`config.mk`:
```
export PLATFORM = sky130hd
export DESIGN_NAME = bfs_supervisor
export DESIGN_NICKNAME = d
export VERILOG_FILES = /design/src/rtl/bfs_pkg.sv /design/src/rtl/bfs_filter.sv /design/src/rtl/bfs_supervisor.sv
export SDC_FILE = /design/constraint.sdc
export NUM_CORES = 1
export LEC_CHECK = 0
export BUFFER_PORTS_ARGS = -buffer_cell sky130_fd_sc_hd__buf_2
export CAP_MARGIN = 0
export CORE_MARGIN = 5
export CORE_UTILIZATION = 53
export CTS_CLUSTER_DIAMETER = 120
export CTS_CLUSTER_SIZE = 30
export DETAILED_ROUTE_END_ITERATION = 7
export PLACE_DENSITY = 0.74
export REMOVE_ABC_BUFFERS = 1
export SLEW_MARGIN = 30
export SYNTH_ARGS = -nofsm -noshare
export SYNTH_HDL_FRONTEND = slang
export SYNTH_SLANG_ARGS = --single-unit
```
`constraint.sdc`:
```
create_clock -name clk -period 1.9 [get_ports clk]
set_clock_uncertainty 0.1 [all_clocks]
set_input_delay 0.095 -clock clk [delete_from_list [all_inputs] [get_ports clk]]
set_output_delay 0.095 -clock clk [all_outputs]
set_load 0.005 [all_outputs]
```
`src/rtl/bfs_pkg.sv`:
```
// Shared constants, timing figures and types of the buck fault supervisor.
`default_nettype none
package bfs_pkg;

  // ---------------------------------------------------------------
  // Clock and timing
  // ---------------------------------------------------------------
  localparam int CLK_PERIOD_NS = 50;     // 20 MHz system clock.
  localparam int T_EN_DELAY_NS = 20000;  // Enable to reference slewing, 20 us.
  localparam int T_OC_FILT_NS = 10000;   // Overcurrent filter, 10 us.
  localparam int T_OV_FILT_NS = 2000;    // Overvoltage filters, 2 us.
  localparam int T_UV_FILT_NS = 2000;    // Undervoltage filter, 2 us.

  // Least times round up to whole cycles and never come to less than one.
  function automatic int ns_to_cyc_up(input int t_ns);
    int c;
    c = (t_ns + CLK_PERIOD_NS - 1) / CLK_PERIOD_NS;
    return (c < 1) ? 1 : c;
  endfunction

  localparam int EN_DLY_CYC = ns_to_cyc_up(T_EN_DELAY_NS);
  localparam int OC_FILT_CYC = ns_to_cyc_up(T_OC_FILT_NS);
  localparam int OV_FILT_CYC = ns_to_cyc_up(T_OV_FILT_NS);
  localparam int UV_FILT_CYC = ns_to_cyc_up(T_UV_FILT_NS);

  // Width of every counter; holds the longest count above.
  localparam int CNT_W = 9;

  // ---------------------------------------------------------------
  // Positions of the synchronised inputs
  // ---------------------------------------------------------------
  localparam int IN_SUP = 0;   // Supply above reset threshold.
  localparam int IN_EN = 1;    // Enable pin above threshold.
  localparam int IN_OC = 2;    // Overcurrent sense above output sense.
  localparam int IN_OVR = 3;   // Feedback above rising overvoltage level.
  localparam int IN_OVF = 4;   // Feedback below falling overvoltage level.
  localparam int IN_UV = 5;    // Feedback below undervoltage level.
  localparam int IN_OT = 6;    // Over-temperature comparator.
  localparam int IN_SS = 7;    // Soft-start current has tapered off.
  localparam int IN_W = 8;
  localparam logic [IN_W-1:0] SYNC_RESET = 8'h00;

  // ---------------------------------------------------------------
  // Types
  // ---------------------------------------------------------------
  typedef enum logic [4:0] {
    ST_OFF   = 5'h01,
    ST_DLY   = 5'h02,
    ST_SS    = 5'h04,
    ST_RUN   = 5'h08,
    ST_LATCH = 5'h10
  } bfs_state_t;

  typedef enum logic [1:0] {
    PG_GOOD = 2'h0,
    PG_SSUV = 2'h1,
    PG_OV   = 2'h2,
    PG_OC   = 2'h3
  } bfs_pg_t;

  localparam bfs_state_t ST_RESET = ST_OFF;
  localparam bfs_pg_t PG_RESET = PG_SSUV;

endpackage
`default_nettype wire

```
`src/rtl/bfs_filter.sv`:
```
// Continuous-level filter: qualifies a comparator level held for a count of cycles.
`default_nettype none
module bfs_filter
  import bfs_pkg::*;
#(
  parameter logic [CNT_W-1:0] LIMIT = 9'h028
) (
  input wire logic clk,
  input wire logic rst,
  input wire logic level_in,
  output logic qualified
);

  // ---------------------------------------------------------------
  // Run counter
  // ---------------------------------------------------------------
  logic [CNT_W-1:0] cnt_r;   // Consecutive cycles the level has been high.
  logic [CNT_W-1:0] cnt_nxt; // Next count.

  // The count restarts on any low sample, so a glitch never adds up.
  always_comb begin
    if (!level_in) begin
      cnt_nxt = '0;
    end else if (cnt_r == LIMIT) begin
      cnt_nxt = cnt_r; // Saturate so the qualified level holds.
    end else begin
      cnt_nxt = cnt_r + 1'b1;
    end
  end

  // Register the count.
  always_ff @(posedge clk) begin
    if (rst) begin
      cnt_r <= '0;
    end else begin
      cnt_r <= cnt_nxt;
    end
  end

  // Qualified once the level has stood for the whole filter time.
  assign qualified = (cnt_r == LIMIT);
endmodule
`default_nettype wire

```
`src/rtl/bfs_supervisor.sv`:
```
// Soft-start sequencer and fault supervisor for a single-phase buck controller.
`default_nettype none
module bfs_supervisor
  import bfs_pkg::*;
(
  input wire logic clk,
  input wire logic rst,
  input wire logic supply_ok,
  input wire logic enable_in,
  input wire logic oc_above_cmp,
  input wire logic ov_rise_cmp,
  input wire logic ov_fall_cmp,
  input wire logic uv_below_cmp,
  input wire logic over_temp_cmp,
  input wire logic ss_taper_cmp,
  input wire logic pwm_high_req,
  input wire logic pwm_low_req,
  input wire logic dem_req,
  output logic soft_start_reference_clamp_release,
  output logic ref_amp_enable,
  output logic soft_start_done_flag,
  output logic [1:0] power_good_indicator,
  output logic high_side_gate_drive,
  output logic low_side_gate_drive,
  output logic diode_emulation_mode,
  output logic continuous_conduction_mode,
  output logic overcurrent_fault,
  output logic overvoltage_fault,
  output logic undervoltage_fault,
  output logic over_temp_state
);

  // ---------------------------------------------------------------
  // Input synchronisers
  // ---------------------------------------------------------------
  logic [IN_W-1:0] raw_in;   // Pin and comparator levels, asynchronous.
  logic [IN_W-1:0] sync1_r;  // First stage, read only by the second.
  logic [IN_W-1:0] sync2_r;  // Second stage, safe for logic.

  assign raw_in = {ss_taper_cmp, over_temp_cmp, uv_below_cmp, ov_fall_cmp,
                   ov_rise_cmp, oc_above_cmp, enable_in, supply_ok};

  // Every comparator is analog and asynchronous, so all pass two flops.
  always_ff @(posedge clk) begin
    if (rst) begin
      sync1_r <= SYNC_RESET;
      sync2_r <= SYNC_RESET;
    end else begin
      sync1_r <= raw_in;
      sync2_r <= sync1_r;
    end
  end

  logic sup_s; // Supply above threshold, synchronised.
  logic en_s;  // Enable high, synchronised.
  logic ot_s;  // Over-temperature, synchronised.
  logic ss_s;  // Soft-start taper detected, synchronised.
  assign sup_s = sync2_r[IN_SUP];
  assign en_s = sync2_r[IN_EN];
  assign ot_s = sync2_r[IN_OT];
  assign ss_s = sync2_r[IN_SS];

  // ---------------------------------------------------------------
  // Comparator filters
  // ---------------------------------------------------------------
  logic oc_q;  // Overcurrent held for the filter time.
  logic ovr_q; // Feedback above rising overvoltage level for the filter time.
  logic ovf_q; // Feedback below falling overvoltage level for the filter time.
  logic uv_q;  // Feedback below undervoltage level for the filter time.

  bfs_filter #(.LIMIT(CNT_W'(OC_FILT_CYC))) u_oc_filt (
    .clk(clk),
    .rst(rst),
    .level_in(sync2_r[IN_OC]),
    .qualified(oc_q)
  );

  bfs_filter #(.LIMIT(CNT_W'(OV_FILT_CYC))) u_ovr_filt (
    .clk(clk),
    .rst(rst),
    .level_in(sync2_r[IN_OVR]),
    .qualified(ovr_q)
  );

  bfs_filter #(.LIMIT(CNT_W'(OV_FILT_CYC))) u_ovf_filt (
    .clk(clk),
    .rst(rst),
    .level_in(sync2_r[IN_OVF]),
    .qualified(ovf_q)
  );

  bfs_filter #(.LIMIT(CNT_W'(UV_FILT_CYC))) u_uv_filt (
    .clk(clk),
    .rst(rst),
    .level_in(sync2_r[IN_UV]),
    .qualified(uv_q)
  );

  // ---------------------------------------------------------------
  // Sequencer and fault state
  // ---------------------------------------------------------------
  bfs_state_t st_r;             // Sequencer state.
  bfs_state_t st_nxt;
  logic [CNT_W-1:0] dly_cnt_r;  // Enable-to-slew delay counter.
  logic [CNT_W-1:0] dly_cnt_nxt;
  logic oc_r;                   // Overcurrent latch.
  logic oc_nxt;
  logic ov_r;                   // Overvoltage latch.
  logic ov_nxt;
  logic uv_r;                   // Undervoltage latch.
  logic uv_nxt;
  logic ot_r;                   // Over-temperature state.
  logic ot_nxt;
  logic dis_r;                  // Low-side discharge while overvoltage is latched.
  logic dis_nxt;
  logic active;                 // Reference is up and detectors watch.
  logic clr_ou;                 // Clears overcurrent, undervoltage, temperature.
  logic clr_ov;                 // Clears overvoltage.
  logic oc_set;
  logic ov_set;
  logic uv_set;
  logic any_set;

  // Detectors run in soft-start and in regulation, whether or not the
  // temperature state has suspended switching.
  always_comb begin
    active = (st_r == ST_SS) || (st_r == ST_RUN);
    clr_ou = !en_s || !sup_s;
    clr_ov = !sup_s;
    oc_set = active && oc_q;
    ov_set = (active || (st_r == ST_LATCH)) && ovr_q;
    uv_set = active && uv_q;
    any_set = oc_set || ov_set || uv_set;
    // A set in the clearing cycle wins over the clear.
    oc_nxt = oc_set || (oc_r && !clr_ou);
    ov_nxt = ov_set || (ov_r && !clr_ov);
    uv_nxt = uv_set || (uv_r && !clr_ou);
    // Temperature never latches: it follows the comparator and drops on
    // enable or supply loss.
    ot_nxt = ot_s && !clr_ou;
    // Discharge toggles only while overvoltage is latched.
    if (!ov_nxt) begin
      dis_nxt = 1'b0;
    end else if (ovr_q) begin
      dis_nxt = 1'b1;
    end else if (ovf_q) begin
      dis_nxt = 1'b0;
    end else begin
      dis_nxt = dis_r;
    end
    st_nxt = st_r;
    dly_cnt_nxt = dly_cnt_r;
    unique case (st_r)
      ST_OFF: begin
        dly_cnt_nxt = '0;
        if (sup_s && en_s && !oc_r && !ov_r && !uv_r) begin
          st_nxt = ST_DLY;
        end
      end
      ST_DLY: begin
        if (clr_ou) begin
          st_nxt = ST_OFF;
        end else if (dly_cnt_r == CNT_W'(EN_DLY_CYC - 1)) begin
          st_nxt = ST_SS;
        end else begin
          dly_cnt_nxt = dly_cnt_r + 1'b1;
        end
      end
      ST_SS: begin
        if (any_set) begin
          st_nxt = ST_LATCH;
        end else if (clr_ou) begin
          st_nxt = ST_OFF;
        end else if (ss_s) begin
          st_nxt = ST_RUN;
        end
      end
      ST_RUN: begin
        if (any_set) begin
          st_nxt = ST_LATCH;
        end else if (clr_ou) begin
          st_nxt = ST_OFF;
        end
      end
      ST_LATCH: begin
        // Stay off until every latch has been cleared by its own cause.
        if (!oc_nxt && !ov_nxt && !uv_nxt) begin
          st_nxt = ST_OFF;
        end
      end
      default: begin
        st_nxt = ST_RESET;
      end
    endcase
  end

  // Register sequencer and fault state.
  always_ff @(posedge clk) begin
    if (rst) begin
      st_r <= ST_RESET;
      dly_cnt_r <= '0;
      oc_r <= 1'b0;
      ov_r <= 1'b0;
      uv_r <= 1'b0;
      ot_r <= 1'b0;
      dis_r <= 1'b0;
    end else begin
      st_r <= st_nxt;
      dly_cnt_r <= dly_cnt_nxt;
      oc_r <= oc_nxt;
      ov_r <= ov_nxt;
      uv_r <= uv_nxt;
      ot_r <= ot_nxt;
      dis_r <= dis_nxt;
    end
  end

  // ---------------------------------------------------------------
  // Output drive
  // ---------------------------------------------------------------
  logic ref_up_nxt;
  logic done_nxt;
  logic switching_nxt;
  logic hs_nxt;
  logic ls_nxt;
  logic dem_nxt;
  bfs_pg_t pg_nxt;

  // Outputs are computed from next state so they line up with it.
  always_comb begin
    ref_up_nxt = (st_nxt == ST_SS) || (st_nxt == ST_RUN);
    done_nxt = (st_nxt == ST_RUN);
    switching_nxt = ref_up_nxt && !ot_nxt;
    // The low request wins so both gates are never asked high together.
    hs_nxt = switching_nxt && pwm_high_req && !pwm_low_req;
    if (ot_nxt) begin
      ls_nxt = 1'b0;
    end else if (ov_nxt) begin
      ls_nxt = dis_nxt;
    end else begin
      ls_nxt = switching_nxt && pwm_low_req;
    end
    dem_nxt = done_nxt && switching_nxt && dem_req;
    // Temperature is left out on purpose: it must not change the code.
    if (oc_nxt) begin
      pg_nxt = PG_OC;
    end else if (ov_nxt) begin
      pg_nxt = PG_OV;
    end else if (uv_nxt || !done_nxt) begin
      pg_nxt = PG_SSUV;
    end else begin
      pg_nxt = PG_GOOD;
    end
  end

  // Register every output so the pins never see decode glitches.
  always_ff @(posedge clk) begin
    if (rst) begin
      soft_start_reference_clamp_release <= 1'b0;
      ref_amp_enable <= 1'b0;
      soft_start_done_flag <= 1'b0;
      power_good_indicator <= PG_RESET;
      high_side_gate_drive <= 1'b0;
      low_side_gate_drive <= 1'b0;
      diode_emulation_mode <= 1'b0;
      continuous_conduction_mode <= 1'b1;
      overcurrent_fault <= 1'b0;
      overvoltage_fault <= 1'b0;
      undervoltage_fault <= 1'b0;
      over_temp_state <= 1'b0;
    end else begin
      soft_start_reference_clamp_release <= ref_up_nxt;
      ref_amp_enable <= ref_up_nxt;
      soft_start_done_flag <= done_nxt;
      power_good_indicator <= pg_nxt;
      high_side_gate_drive <= hs_nxt;
      low_side_gate_drive <= ls_nxt;
      diode_emulation_mode <= dem_nxt;
      continuous_conduction_mode <= !dem_nxt;
      overcurrent_fault <= oc_nxt;
      overvoltage_fault <= ov_nxt;
      undervoltage_fault <= uv_nxt;
      over_temp_state <= ot_nxt;
    end
  end
endmodule
`default_nettype wire

```
== Word level (Yosys, flattened, before mapping) ==
Index checks and enable logic that the tools add are counted.
Storage, ports and cells
  flip-flop bits (word level): 79
  logic and storage cells: 114
  bits of input ports: 13
Operators by class
  $add $sub $neg: 5
  bitwise gates (word level): 4
  reduce and logical (&&, ||, !) cells: 50
  mux-type cells: 20
  equality and inequality tests: 14
Operator list (count)
  $add A9 B1 Y9 const B: 5
  $mux W5: 9
  $eq A9 B6 Y1 const B: 3
  $pmux W5 S5: 1
  $logic_and A1 B1 Y1: 19
  $mux W9: 2
  $pmux W9 S2: 1
  $logic_not A1 Y1: 13
  $reduce_or A2 Y1: 6
  $eq A5 B3 Y1 const B: 2
  $eq A5 B4 Y1 const B: 2
  $logic_or A1 B1 Y1: 10
  $eq A9 B8 Y1 const B: 1
  $eq A9 B9 Y1 const B: 1
  $eq A5 B1 Y1 const B: 1
  $eq A5 B2 Y1 const B: 1
  $eq A5 B5 Y1 const B: 1
  $mux W1: 5
  $mux W2: 2
  $ne A2 B2 Y1 const B: 2
  $not A1 Y1: 4
  $reduce_and A3 Y1: 1
  $reduce_bool A2 Y1: 1

== Longest topological paths before layout ==
Gate-level depths: netlist of the first run.
  depth in word-level cells: 16
  gate-level depth with buffers: 8
  mapped depth without buffers: 7

== Modules after synthesis ==
From an unflattened synthesis of the first run, not the netlist that was laid out.
Unflattened totals
  cells, all modules: 403
  area total of the unflattened synthesis: 3578.4 µm²
Modules (own cells, without submodules)
  bfs_supervisor: area each 1715.4 µm², instances 1, cells an instance 187
  bfs_filter (u_ovf_filt ...): area each 471.7 µm², instances 3, cells an instance 55
  bfs_filter (u_oc_filt): area each 447.9 µm², instances 1, cells an instance 51

== Least setup slack after synthesis of the first run ==
No wires, ideal clock.
  path type: register -> register
  start point: register u_ovr_filt.cnt_r[0]
  end point: register st_r[0]
  stages on the path, launching flop included: 9
  path slack: -0.253 ns
  data arrival time: 1.929 ns
  setup time: 0.124 ns
  path buffers: 1
  path through: dfxtp_1 > inv_1 > ha_1 > nor4bb_1 > and4_1 > clkbuf_1 > a22o_1 > nor3_1 > a2111o_1
Between the ends
  longest elaborated chain between the ends: 8
  elaborated cells between the ends (all ways): 12
RTL lines
  start: declaration: RTL line bfs_filter.sv:17  | logic [CNT_W-1:0] cnt_r;
  start signal: assignment: RTL line bfs_filter.sv:36  | cnt_r <= cnt_nxt;
  $eq A9 B6 Y1 *: RTL line bfs_filter.sv:41  | assign qualified = (cnt_r == LIMIT);
  $logic_and A1 B1 Y1 *: RTL line bfs_supervisor.sv:131  | ov_set = (active || (st_r == ST_LATCH)) && ovr_q;
  $logic_or A1 B1 Y1: RTL line bfs_supervisor.sv:136  | ov_nxt = ov_set || (ov_r && !clr_ov);
  $logic_not A1 Y1: RTL line bfs_supervisor.sv:187  | if (!oc_nxt && !ov_nxt && !uv_nxt) begin
  $logic_and A1 B1 Y1 (2 in series): RTL line bfs_supervisor.sv:187
  $mux W5: RTL line bfs_supervisor.sv:187
  $pmux W5 S5 *: RTL line bfs_supervisor.sv:153  | unique case (st_r)
  end signal: assignment: RTL line bfs_supervisor.sv:208  | st_r <= st_nxt;
  end: declaration: RTL line bfs_supervisor.sv:102  | bfs_state_t st_r;
Every way passes the cells marked *; elsewhere a longest branch is shown, timed or not.
A chain may end at the register's enable or synchronous reset.

== Worst setup path in the final report of the first run ==
  start point: register dly_cnt_r[4]
  end point: register ref_amp_enable
Between the ends
  longest elaborated chain between the ends: 6
  elaborated cells between the ends (all ways): 7
RTL lines
  start: declaration: RTL line bfs_supervisor.sv:104  | logic [CNT_W-1:0] dly_cnt_r;
  start signal: assignment: RTL line bfs_supervisor.sv:209  | dly_cnt_r <= dly_cnt_nxt;
  $eq A9 B9 Y1 *: RTL line bfs_supervisor.sv:163  | end else if (dly_cnt_r == CNT_W'(EN_DLY_CYC - 1)) begin
  $mux W5 *: RTL line bfs_supervisor.sv:163
  $mux W5 *: RTL line bfs_supervisor.sv:161  | if (clr_ou) begin
  $pmux W5 S5 *: RTL line bfs_supervisor.sv:153
  $eq A5 B3 Y1 or $eq A5 B4 Y1 (tied branches): RTL line bfs_supervisor.sv:231  | ref_up_nxt = (st_nxt == ST_SS) || (st_nxt == ST_RUN);
  $logic_or A1 B1 Y1 *: RTL line bfs_supervisor.sv:231
  end signal: assignment: RTL line bfs_supervisor.sv:273  | ref_amp_enable <= ref_up_nxt;
  end: declaration: RTL line bfs_supervisor.sv:20  | output logic ref_amp_enable,
Marked as above.

==> results of run 1 <==
==> kinds of logic (layout without fill, tap and decap cells) <==
| family | Yosys count | count (layout) | share of synthesized area [%] |
|---|---|---|---|
| compound gates | 40 | 40 | 7.63 |
| simple gates | 182 | 182 | 29.5 |
| flops | 79 | 79 | 46.1 |
| fa+ha+maj | 9 | 9 | 3.28 |
| xor+xnor | 31 | 31 | 7.92 |
| buf+inv | 28 | 122 | 3.21 |
| mux | 8 | 8 | 2.34 |
==> through the flow <==
step,cell area [µm²],TNS [ns]
floorplan,3370,-3.11
finish,4610,-1.05
global placement,3990,-1.27
detailed placement,3990,-2.02
CTS,4360,-0.953
global route,4610,-2.26
==> report_power, final <==
group / leakage, nW / switching, mW / total [mW] / internal [mW]
Clock: 0.0964 / 0.579 / 1.22 / 0.638
Sequential: 0.643 / 0.00674 / 1.68 / 1.67
Combinational: 1.03 / 0.0483 / 0.104 / 0.0556
==> area by class of cell <==
cell class | instances | area, µm² | area share [%]
Tap cell | 77 | 96.3 | 2.09
Clock buffer | 12 | 145 | 3.15
Timing Repair Buffer | 92 | 671 | 14.5
Sequential cell | 79 | 1590 | 34.4
Inverter | 15 | 56.3 | 1.22
Clock inverter | 3 | 43.8 | 0.949
Multi-Input combinational cell | 270 | 2010 | 43.7
==> flip-flops by register name, indices dropped and copies added, names as in the netlist, 2 cells and up <==
name and count:
dly_cnt_r 9, power_good_indicator 2, st_r 5, sync1_r 8, sync2_r 8, u_oc_filt.cnt_r 9
u_ovf_filt.cnt_r 9, u_ovr_filt.cnt_r 9, u_uv_filt.cnt_r 9
==> layer usage <==
metal	track usage, %	vias up	share of wire [%]
met3	3.92	14	3.3
met2	32.5	58	50
met4	8.56	0	2.0
met5	0	-	0
met1	22.8	1373	44
li1	-	1482	-
==> worst paths after layout <==
check               start             end  slack, ns  depth (start not counted)
max          dly_cnt_r[4]  ref_amp_enable      -0.13                          5
min                   rst      sync1_r[7]       0.16                          2
max reg2reg  dly_cnt_r[4]  ref_amp_enable      -0.13                          5
min reg2reg    sync1_r[6]      sync2_r[6]       0.34                          1
==> placed cells by master, fill, tap and decap left out, types with 9 or more instances in the layout <==
cell type      instances
xnor2_1               12
nor3_1                 9
clkbuf_8              10
dfxtp_1               74
a21oi_1                9
inv_1                 12
buf_4                 52
and3_1                 9
nor2_1                39
nand3_1               20
buf_2                 25
xor2_1                19
dlygate4sd3_1         11
nand2_1               18
nand2b_1              11
nor2b_1               18
==> worst reg2reg max path: stages (launching register included) <==
cell and delay [ns]:
dfxtp_2 0.32, or4b_4 0.52, or3_4 0.39, and2_4 0.16
or3_4 0.37, nor3_2 0.10
==> what timing repair did <==
| action | 4_1_cts | 5_1_grt |
|---|---|---|
| hold buffers | 11 | 0 |
| endpoints found under the hold margin | 11 | 0 |
| pin swaps | 9 | 16 |
| gates resized for setup | 15 | 54 |
| buffers inserted | 0 | 3 |
| cloned | 0 | 1 |
| endpoints found under the setup margin | 19 | 20 |
==> results.json, run 1 <==
{
  "cp_slowest_stage_delay_ns": 0.52,
  "first_iter_violations": 128,
  "final_cells": 548,
  "cts_tree": "done",
  "routed_via_density": 5.34,
  "antenna_found_initial": 0,
  "first_global_vias": 2949,
  "wl_um": 7740,
  "synthCells": 377,
  "yosys_warnings": 0,
  "drtPass1Iterations": 4,
  "cp_max_fo": 4,
  "post-dp-hpwl_um": 5020,
  "vdd_drop_max_mv": 0.498,
  "worstMarginPinSlew_ns": 0.625,
  "start_kind": "flip-flop",
  "drv_cap": 0,
  "holdWs_ns": 0.157,
  "antenna_cells": 0,
  "grt_max_degree": 35,
  "dpl.cell_count": 519,
  "nNetsFinal": 489,
  "port_buffers": 25,
  "cts_buffer_depth": 2,
  "fp.dieW_um": 90.4,
  "post-route-util_pct": 73.1,
  "synth_top_area_share_pct": 46.1,
  "cts_buffers": 9,
  "netlist_area_um2": 3430,
  "grt_overflow": 0,
  "yosysMostFrequentCell": "dfxtp_1",
  "hold_class": "in2reg",
  "p_leak_nw": 1.76,
  "root_buffer": "clkbuf_8",
  "violations": "negative setup slack",
  "power_mw": 3.00,
  "synth_seq_cells": 79,
  "dp_slack_ns": -0.267,
  "postRouteAntennaNets": 0,
  "grt_use_total_pct": 19.0,
  "globalplace.congestion": 0.890,
  "period_minus_slack_ns": 2.03,
  "nFillCells": 458,
  "critPathTopFamily": "simple AND/OR/NAND/NOR gates",
  "route.detailed.drc": 0,
  "synth_enable_flop_cells": 0,
  "area_delta_synth_final_pct": 34.6,
  "clock_latency_ns": 0.35,
  "synth_cell_type_count": 53,
  "timing.final.crit_share_pct": 107,
  "async_reset_ff_share_pct": 0,
  "clkSlewWorstSetupHoldPaths_ns": 0.08,
  "yosysTopAreaCell": "dfxtp_1",
  "power_density_nw_per_um2": 650,
  "cp_cell_sequence": "or4b_4 -> or3_4 -> and2_4 -> or3_4 -> nor3_2",
  "placementRows": 29,
  "core_um2": 6310,
  "fp.dieH_um": 90.4,
  "grt_first_pass_wirelength_um": 12900,
  "synth_common_cells": "79 x dfxtp_1, 40 x nor2_1, 20 x nand3_1",
  "rsz0062_at_grt": "yes",
  "criticalPathCategory": "reg2reg",
  "fmax_mhz": 493,
  "cts.sinks": 79,
  "hold_viol": 0,
  "synth_seq_area_share_pct": 46.1,
  "wl_per_cell_um": 14.1,
  "cp_common_cell": "or3_4",
  "critPathArrivalTime_ns": 2.20,
  "syn_avg_cell_area_um2": 9.09,
  "slowest_stage": "or4b_4",
  "slew_violations": 0,
  "dieArea_um2": 8180,
  "vias": 2927,
  "drive_above_1_share_pct": 31.8,
  "status": "finished with violations",
  "endpoint_kind": "flip-flop",
  "ios": 26,
  "htreeDepth": 3,
  "initial_core_util_pct": 54.3,
  "synthTopCellsByArea": "dfxtp_1 46%, xor2_1 4.9%, nor2_1 4.4%",
  "synth_flop_cell": "dfxtp_1",
  "critical_path_buf_inv_count": 0,
  "worst-endpoint-required_ns": 2.07,
  "setup_viol_count_final": 14,
  "slew_headroom_pct": 58.3,
  "setup_slack_ns": -0.128
}
Note: power is estimated with default switching activity, not from simulation.
==> run 2: changes to the inputs <==
==> constraint.sdc (replaced) <==
create_clock -name clk -period 1.9 [get_ports clk]
set_clock_uncertainty 0.1 [all_clocks]
set_input_delay 0.57 -clock clk [delete_from_list [all_inputs] [get_ports clk]]
set_output_delay 0.57 -clock clk [all_outputs]
set_load 0.005 [all_outputs]
==> run 2 against run 1 <==
  * The flow still finishes with violations (negative setup slack)
  * Final area decreased by 6.5%
  * Count of clock-buffer cells in the layout increased by 1
  * Non-clock buffer count decreased by 13
  * Wire length decreased by 1.4%
  * Via count decreased by 2.7%
  * Combinational power decreased by 16%
  * First-iteration DRC count decreased by 3.1%
  * Sequential cell count unchanged
  * Hold slack improved by 0.16 ns
==> results.json, run 2 (synthesis gave the netlist of run 1 again) <==
{
  "drtPass1Iterations": 4,
  "p_int_mw": 2.25,
  "ctsHoldBuffers": 0,
  "first_global_vias": 2820,
  "critPathArrivalTime_ns": 2.23,
  "place_area_um2": 3970,
  "slew_headroom_pct": 68.1,
  "switching_power_uw": 614,
  "worstMarginPinSlew_ns": 0.479,
  "p_sw_share_pct": 21.5,
  "dp_slack_ns": -0.268,
  "rsz0062_at_grt": "yes",
  "cts_buffers": 9,
  "power_density_nw_per_um2": 663,
  "placementRows": 29,
  "holdWs_ns": 0.314,
  "wl_um": 7630,
  "mostFrequentLayoutCells": "76 x dfxtp_1, 54 x buf_4, 39 x nor2_1",
  "grt_max_degree": 26,
  "hold_viol": 0,
  "cp_common_cell": "or3_4",
  "vias": 2848,
  "p_comb_share_pct": 3.0,
  "p_seq_share_pct": 58.8,
  "clkSlewWorstSetupHoldPaths_ns": 0.08,
  "worst-endpoint-required_ns": 2.07,
  "endpoint_kind": "flip-flop",
  "cp_cell_sequence": "or4b_1 -> or3_4 -> and2_4 -> or3_4 -> nor3_2",
  "wl_per_cell_um": 14.3,
  "first_iter_violations": 124,
  "timing.final.crit_share_pct": 108,
  "cp_max_fo": 4,
  "start_kind": "flip-flop",
  "dieArea_um2": 8180,
  "port_buffers": 25,
  "setup_slack_ns": -0.156,
  "critPathTopFamily": "simple AND/OR/NAND/NOR gates",
  "route.detailed.drc": 0,
  "violations": "negative setup slack",
  "antenna_found_initial": 0,
  "status": "finished with violations",
  "drv_cap": 0,
  "nFillCells": 522,
  "postRouteAntennaNets": 0,
  "antenna_cells": 0,
  "root_buffer": "clkbuf_8",
  "fp.dieW_um": 90.4,
  "htreeDepth": 3,
  "cts_buffer_depth": 2,
  "critical_path_buf_inv_count": 0,
  "setup_viol_count_final": 14,
  "grt_overflow": 0,
  "cts.sinks": 79,
  "fp.dieH_um": 90.4,
  "p_leak_nw": 1.67,
  "nNetsFinal": 476,
  "fmax_mhz": 486,
  "slowest_stage": "or4b_1",
  "period_minus_slack_ns": 2.06,
  "cp_slowest_stage_delay_ns": 0.51,
  "design_area_um2": 4310,
  "criticalPathCategory": "reg2reg",
  "layout_commonest_cell": "dfxtp_1",
  "core_um2": 6310,
  "grt_use_total_pct": 19.4,
  "slew_violations": 0,
  "register_area_um2": 1590,
  "vdd_drop_max_mv": 0.542,
  "drive_above_1_share_pct": 28.2,
  "grt_first_pass_wirelength_um": 12900,
  "power_mw": 2.86,
  "area_delta_synth_final_pct": 25.8,
  "initial_core_util_pct": 54.3,
  "ios": 26,
  "routed_via_density": 5.33,
  "hold_class": "in2reg",
  "post-route-util_pct": 68.3,
  "clock_latency_ns": 0.35,
  "globalplace.congestion": 0.897,
  "multi_input_area_um2": 1880,
  "clkPwrFrac_pct": 38.2,
  "post-dp-hpwl_um": 5350,
  "cts_tree": "done"
}
==> run 2: cell count changes in the layout (fill, tap and decap cells not counted), sizes merged <==
cell,delta
clkbuf,+1
dlygate4sd3,-11
clkinv,-1
buf,-2
bufinv,-1
==> run 2: worst paths after layout <==
check        depth (start not counted)         start                    endpoint  slack [ns]
min                                  2       dem_req  continuous_conduction_mode        0.31
max reg2reg                          5  dly_cnt_r[4]              ref_amp_enable       -0.16
min reg2reg                          1    sync1_r[7]                  sync2_r[7]        0.34
max                                  5  dly_cnt_r[4]              ref_amp_enable       -0.16
==> run 2: area by class of cell <==
class                   count  area share (%)
clock buffers              13            3.68
clock inverters             1           0.116
inverters                  15            1.31
multi-input cells         270            43.6
flip-flops and latches     79            36.7
well taps                  77            2.23
repair buffers             79            12.3
==> run 2: what timing repair did <==
action,4_1_cts,5_1_grt
setup buffers,2,2
pin swaps,8,11
setup endpoints to repair,21,21
gates resized for setup,13,23
==> run 2: metrics by stage <==
stage,std cells,setup TNS [ns]
floorplan,364,-3.11
global placement,516,-1.21
detailed placement,516,-2.01
CTS,532,-0.927
global route,534,-2.05
finish,534,-0.790
==> run 2: layer usage <==
layer | vias up | GRT usage [%] | share of wire, %
met3 | 13 | 3.83 | 4.0
li1 | 1457 | - | -
met5 | - | 0 | 0
met2 | 53 | 32.3 | 51
met1 | 1325 | 23.7 | 43
met4 | 0 | 9.43 | 2.1
==> run 2: power by group through the flow <==
stage	Clock, mW	Combinational (mW)	Sequential (mW)
3_3_place_gp	0	0.0782	1.72
2_1_floorplan	0	0.0327	1.72
4_1_cts	1.13	0.0824	1.68
5_1_grt	1.19	0.0981	1.68
3_5_place_dp	0	0.0799	1.72
6_report	1.09	0.0870	1.68
==> run 3: changes to the inputs <==
- TNS_END_PERCENT: not set -> 1
==> run 3 against run 2 <==
  * The run still ends with negative setup slack left
  * Combinational power shrank 3.2%
  * Setup slack lost 0.0037 ns
  * Total power is essentially flat
  * Core utilization shrank 1.1 points
  * Die area is the same
  * Non-clock buffer count shrank 4
  * Register-to-register slack is essentially flat
  * Hold slack lost 0.0041 ns
  * Count of clock-buffer cells in the layout is the same
==> results.json, run 3 (synthesis gave the netlist of run 1 again) <==
{
  "dpl.cell_count": 516,
  "violations": "negative setup slack",
  "cts.sinks": 79,
  "design_area_um2": 4240,
  "switching_power_uw": 612,
  "wl_per_cell_um": 14.1,
  "start_kind": "flip-flop",
  "post-route-util_pct": 67.2,
  "r2r-end": "ref_amp_enable",
  "vdd_drop_max_mv": 0.544,
  "final_cells": 530,
  "clkSlewWorstSetupHoldPaths_ns": 0.08,
  "nNetsFinal": 472,
  "post_cts_buffers": 0,
  "worstHoldStart": "dem_req",
  "p_sw_share_pct": 21.4,
  "power_mw": 2.86,
  "antenna_found_initial": 0,
  "power_density_nw_per_um2": 673,
  "cp_max_fo": 4,
  "worst-endpoint-required_ns": 2.08,
  "p_seq_share_pct": 58.8,
  "fp.dieH_um": 90.4,
  "drv_cap": 0,
  "first_global_vias": 2809,
  "clkPwrFrac_pct": 38.2,
  "place_area_um2": 3970,
  "status": "finished with violations",
  "routed_via_density": 5.32,
  "vias": 2820,
  "period_minus_slack_ns": 2.06,
  "mostFrequentLayoutCells": "76 x dfxtp_1, 50 x buf_4, 39 x nor2_1",
  "p_int_mw": 2.25,
  "dieArea_um2": 8180,
  "post-dp-hpwl_um": 5350,
  "critPathArrivalTime_ns": 2.24,
  "wl_um": 7490,
  "slew_violations": 0,
  "fmax_mhz": 485,
  "initial_core_util_pct": 54.3,
  "first_iter_violations": 137,
  "timing.final.crit_share_pct": 108,
  "drive_above_1_share_pct": 26.0,
  "root_buffer": "clkbuf_8",
  "rrSetupSlack_ns": -0.16,
  "worstMarginPinSlew_ns": 0.475,
  "crit_path_start": "dly_cnt_r[4]",
  "antenna_cells": 0,
  "rsz0062_at_grt": "yes",
  "slew_headroom_pct": 68.3,
  "drtPass1Iterations": 4,
  "clock_latency_ns": 0.35,
  "hold_viol": 0,
  "cts_tree": "done",
  "postRouteAntennaNets": 0,
  "grt_first_pass_wirelength_um": 12900,
  "setup_slack_ns": -0.160,
  "r2r.worst_path.cells": 5,
  "route.detailed.drc": 0,
  "htreeDepth": 3,
  "port_buffers": 25,
  "hold_class": "in2reg",
  "cts_buffer_depth": 2,
  "core_um2": 6310,
  "p_leak_nw": 1.64,
  "globalplace.congestion": 0.897,
  "grt_overflow": 0,
  "grt_use_total_pct": 19.2,
  "r2r-start": "dly_cnt_r[4]",
  "layout_commonest_cell": "dfxtp_1",
  "cts_buffers": 9,
  "cp-endpoint": "ref_amp_enable",
  "grt_max_degree": 26,
  "p_comb_share_pct": 2.9,
  "nFillCells": 528,
  "ios": 26,
  "ctsHoldBuffers": 0,
  "placementRows": 29,
  "area_delta_synth_final_pct": 23.8,
  "setup_viol_count_final": 13,
  "endpoint_kind": "flip-flop",
  "criticalPathCategory": "reg2reg",
  "fp.dieW_um": 90.4
}
==> run 3: cell types whose count changed in the layout (fill, tap and decap cells not counted), sizes merged <==
cell / previous run / this run
buf: 79 / 75
==> run 3: layout make-up <==
cell class | instances | area, µm² | share of cell area [%]
clock buffer | 13 | 159 | 3.74
inverter | 15 | 56.3 | 1.33
clock inverter | 1 | 5.00 | 0.118
timing repair buffer | 75 | 500 | 11.8
sequential | 79 | 1590 | 37.4
tap | 77 | 96.3 | 2.27
multi-input combinational | 270 | 1840 | 43.4
==> run 3: how the worst min path moves through the flow <==
stage                                  to  slack [ns]  depth (start not counted)
6_report       continuous_conduction_mode        0.31                          2
5_1_grt        continuous_conduction_mode        0.31                          2
4_1_cts        continuous_conduction_mode        0.29                          2
3_5_place_dp                   sync2_r[1]        0.33                          1
3_3_place_gp                   sync2_r[4]        0.32                          1
2_1_floorplan                  sync2_r[0]        0.31                          1
==> run 3: per-layer routing <==
layer	global-route usage, %	vias up	share of wire [%]
li1	-	1445	-
met1	23.7	1312	45
met2	31.8	50	50
met3	3.83	13	3.7
met4	9.43	0	2.1
met5	0	-	0
==> run 3: worst max-delay path, cell delays in order (launching register included) <==
cell and delay (ns):
dfxtp_1 0.31, or4b_1 0.51, or3_4 0.37, and2_4 0.18, or3_4 0.36, nor3_2 0.15
==> run 3: power groups by stage <==
stage	Sequential, mW	Combinational (mW)	Clock [mW]
6_report	1.68	0.0842	1.09
2_1_floorplan	1.72	0.0327	0
3_5_place_dp	1.72	0.0799	0
3_3_place_gp	1.72	0.0782	0
5_1_grt	1.68	0.0951	1.19
4_1_cts	1.68	0.0824	1.13
==> run 3: through the flow <==
stage                     setup TNS, ns  setup slack, ns  hold WS (ns)
final                            -0.880           -0.160         0.310
after global routing              -2.01           -0.194         0.312
after CTS                        -0.934           -0.146         0.294
after detailed placement          -2.01           -0.268         0.329
after global placement            -1.21           -0.217         0.319
after floorplan                   -3.11           -0.283         0.314
==> run 3: what timing repair did <==
action                                  4_1_cts  5_1_grt
resized for setup                            13       13
endpoints found under the setup margin       21       21
pin swaps                                     7        4
endpoints found under the hold margin         0        0
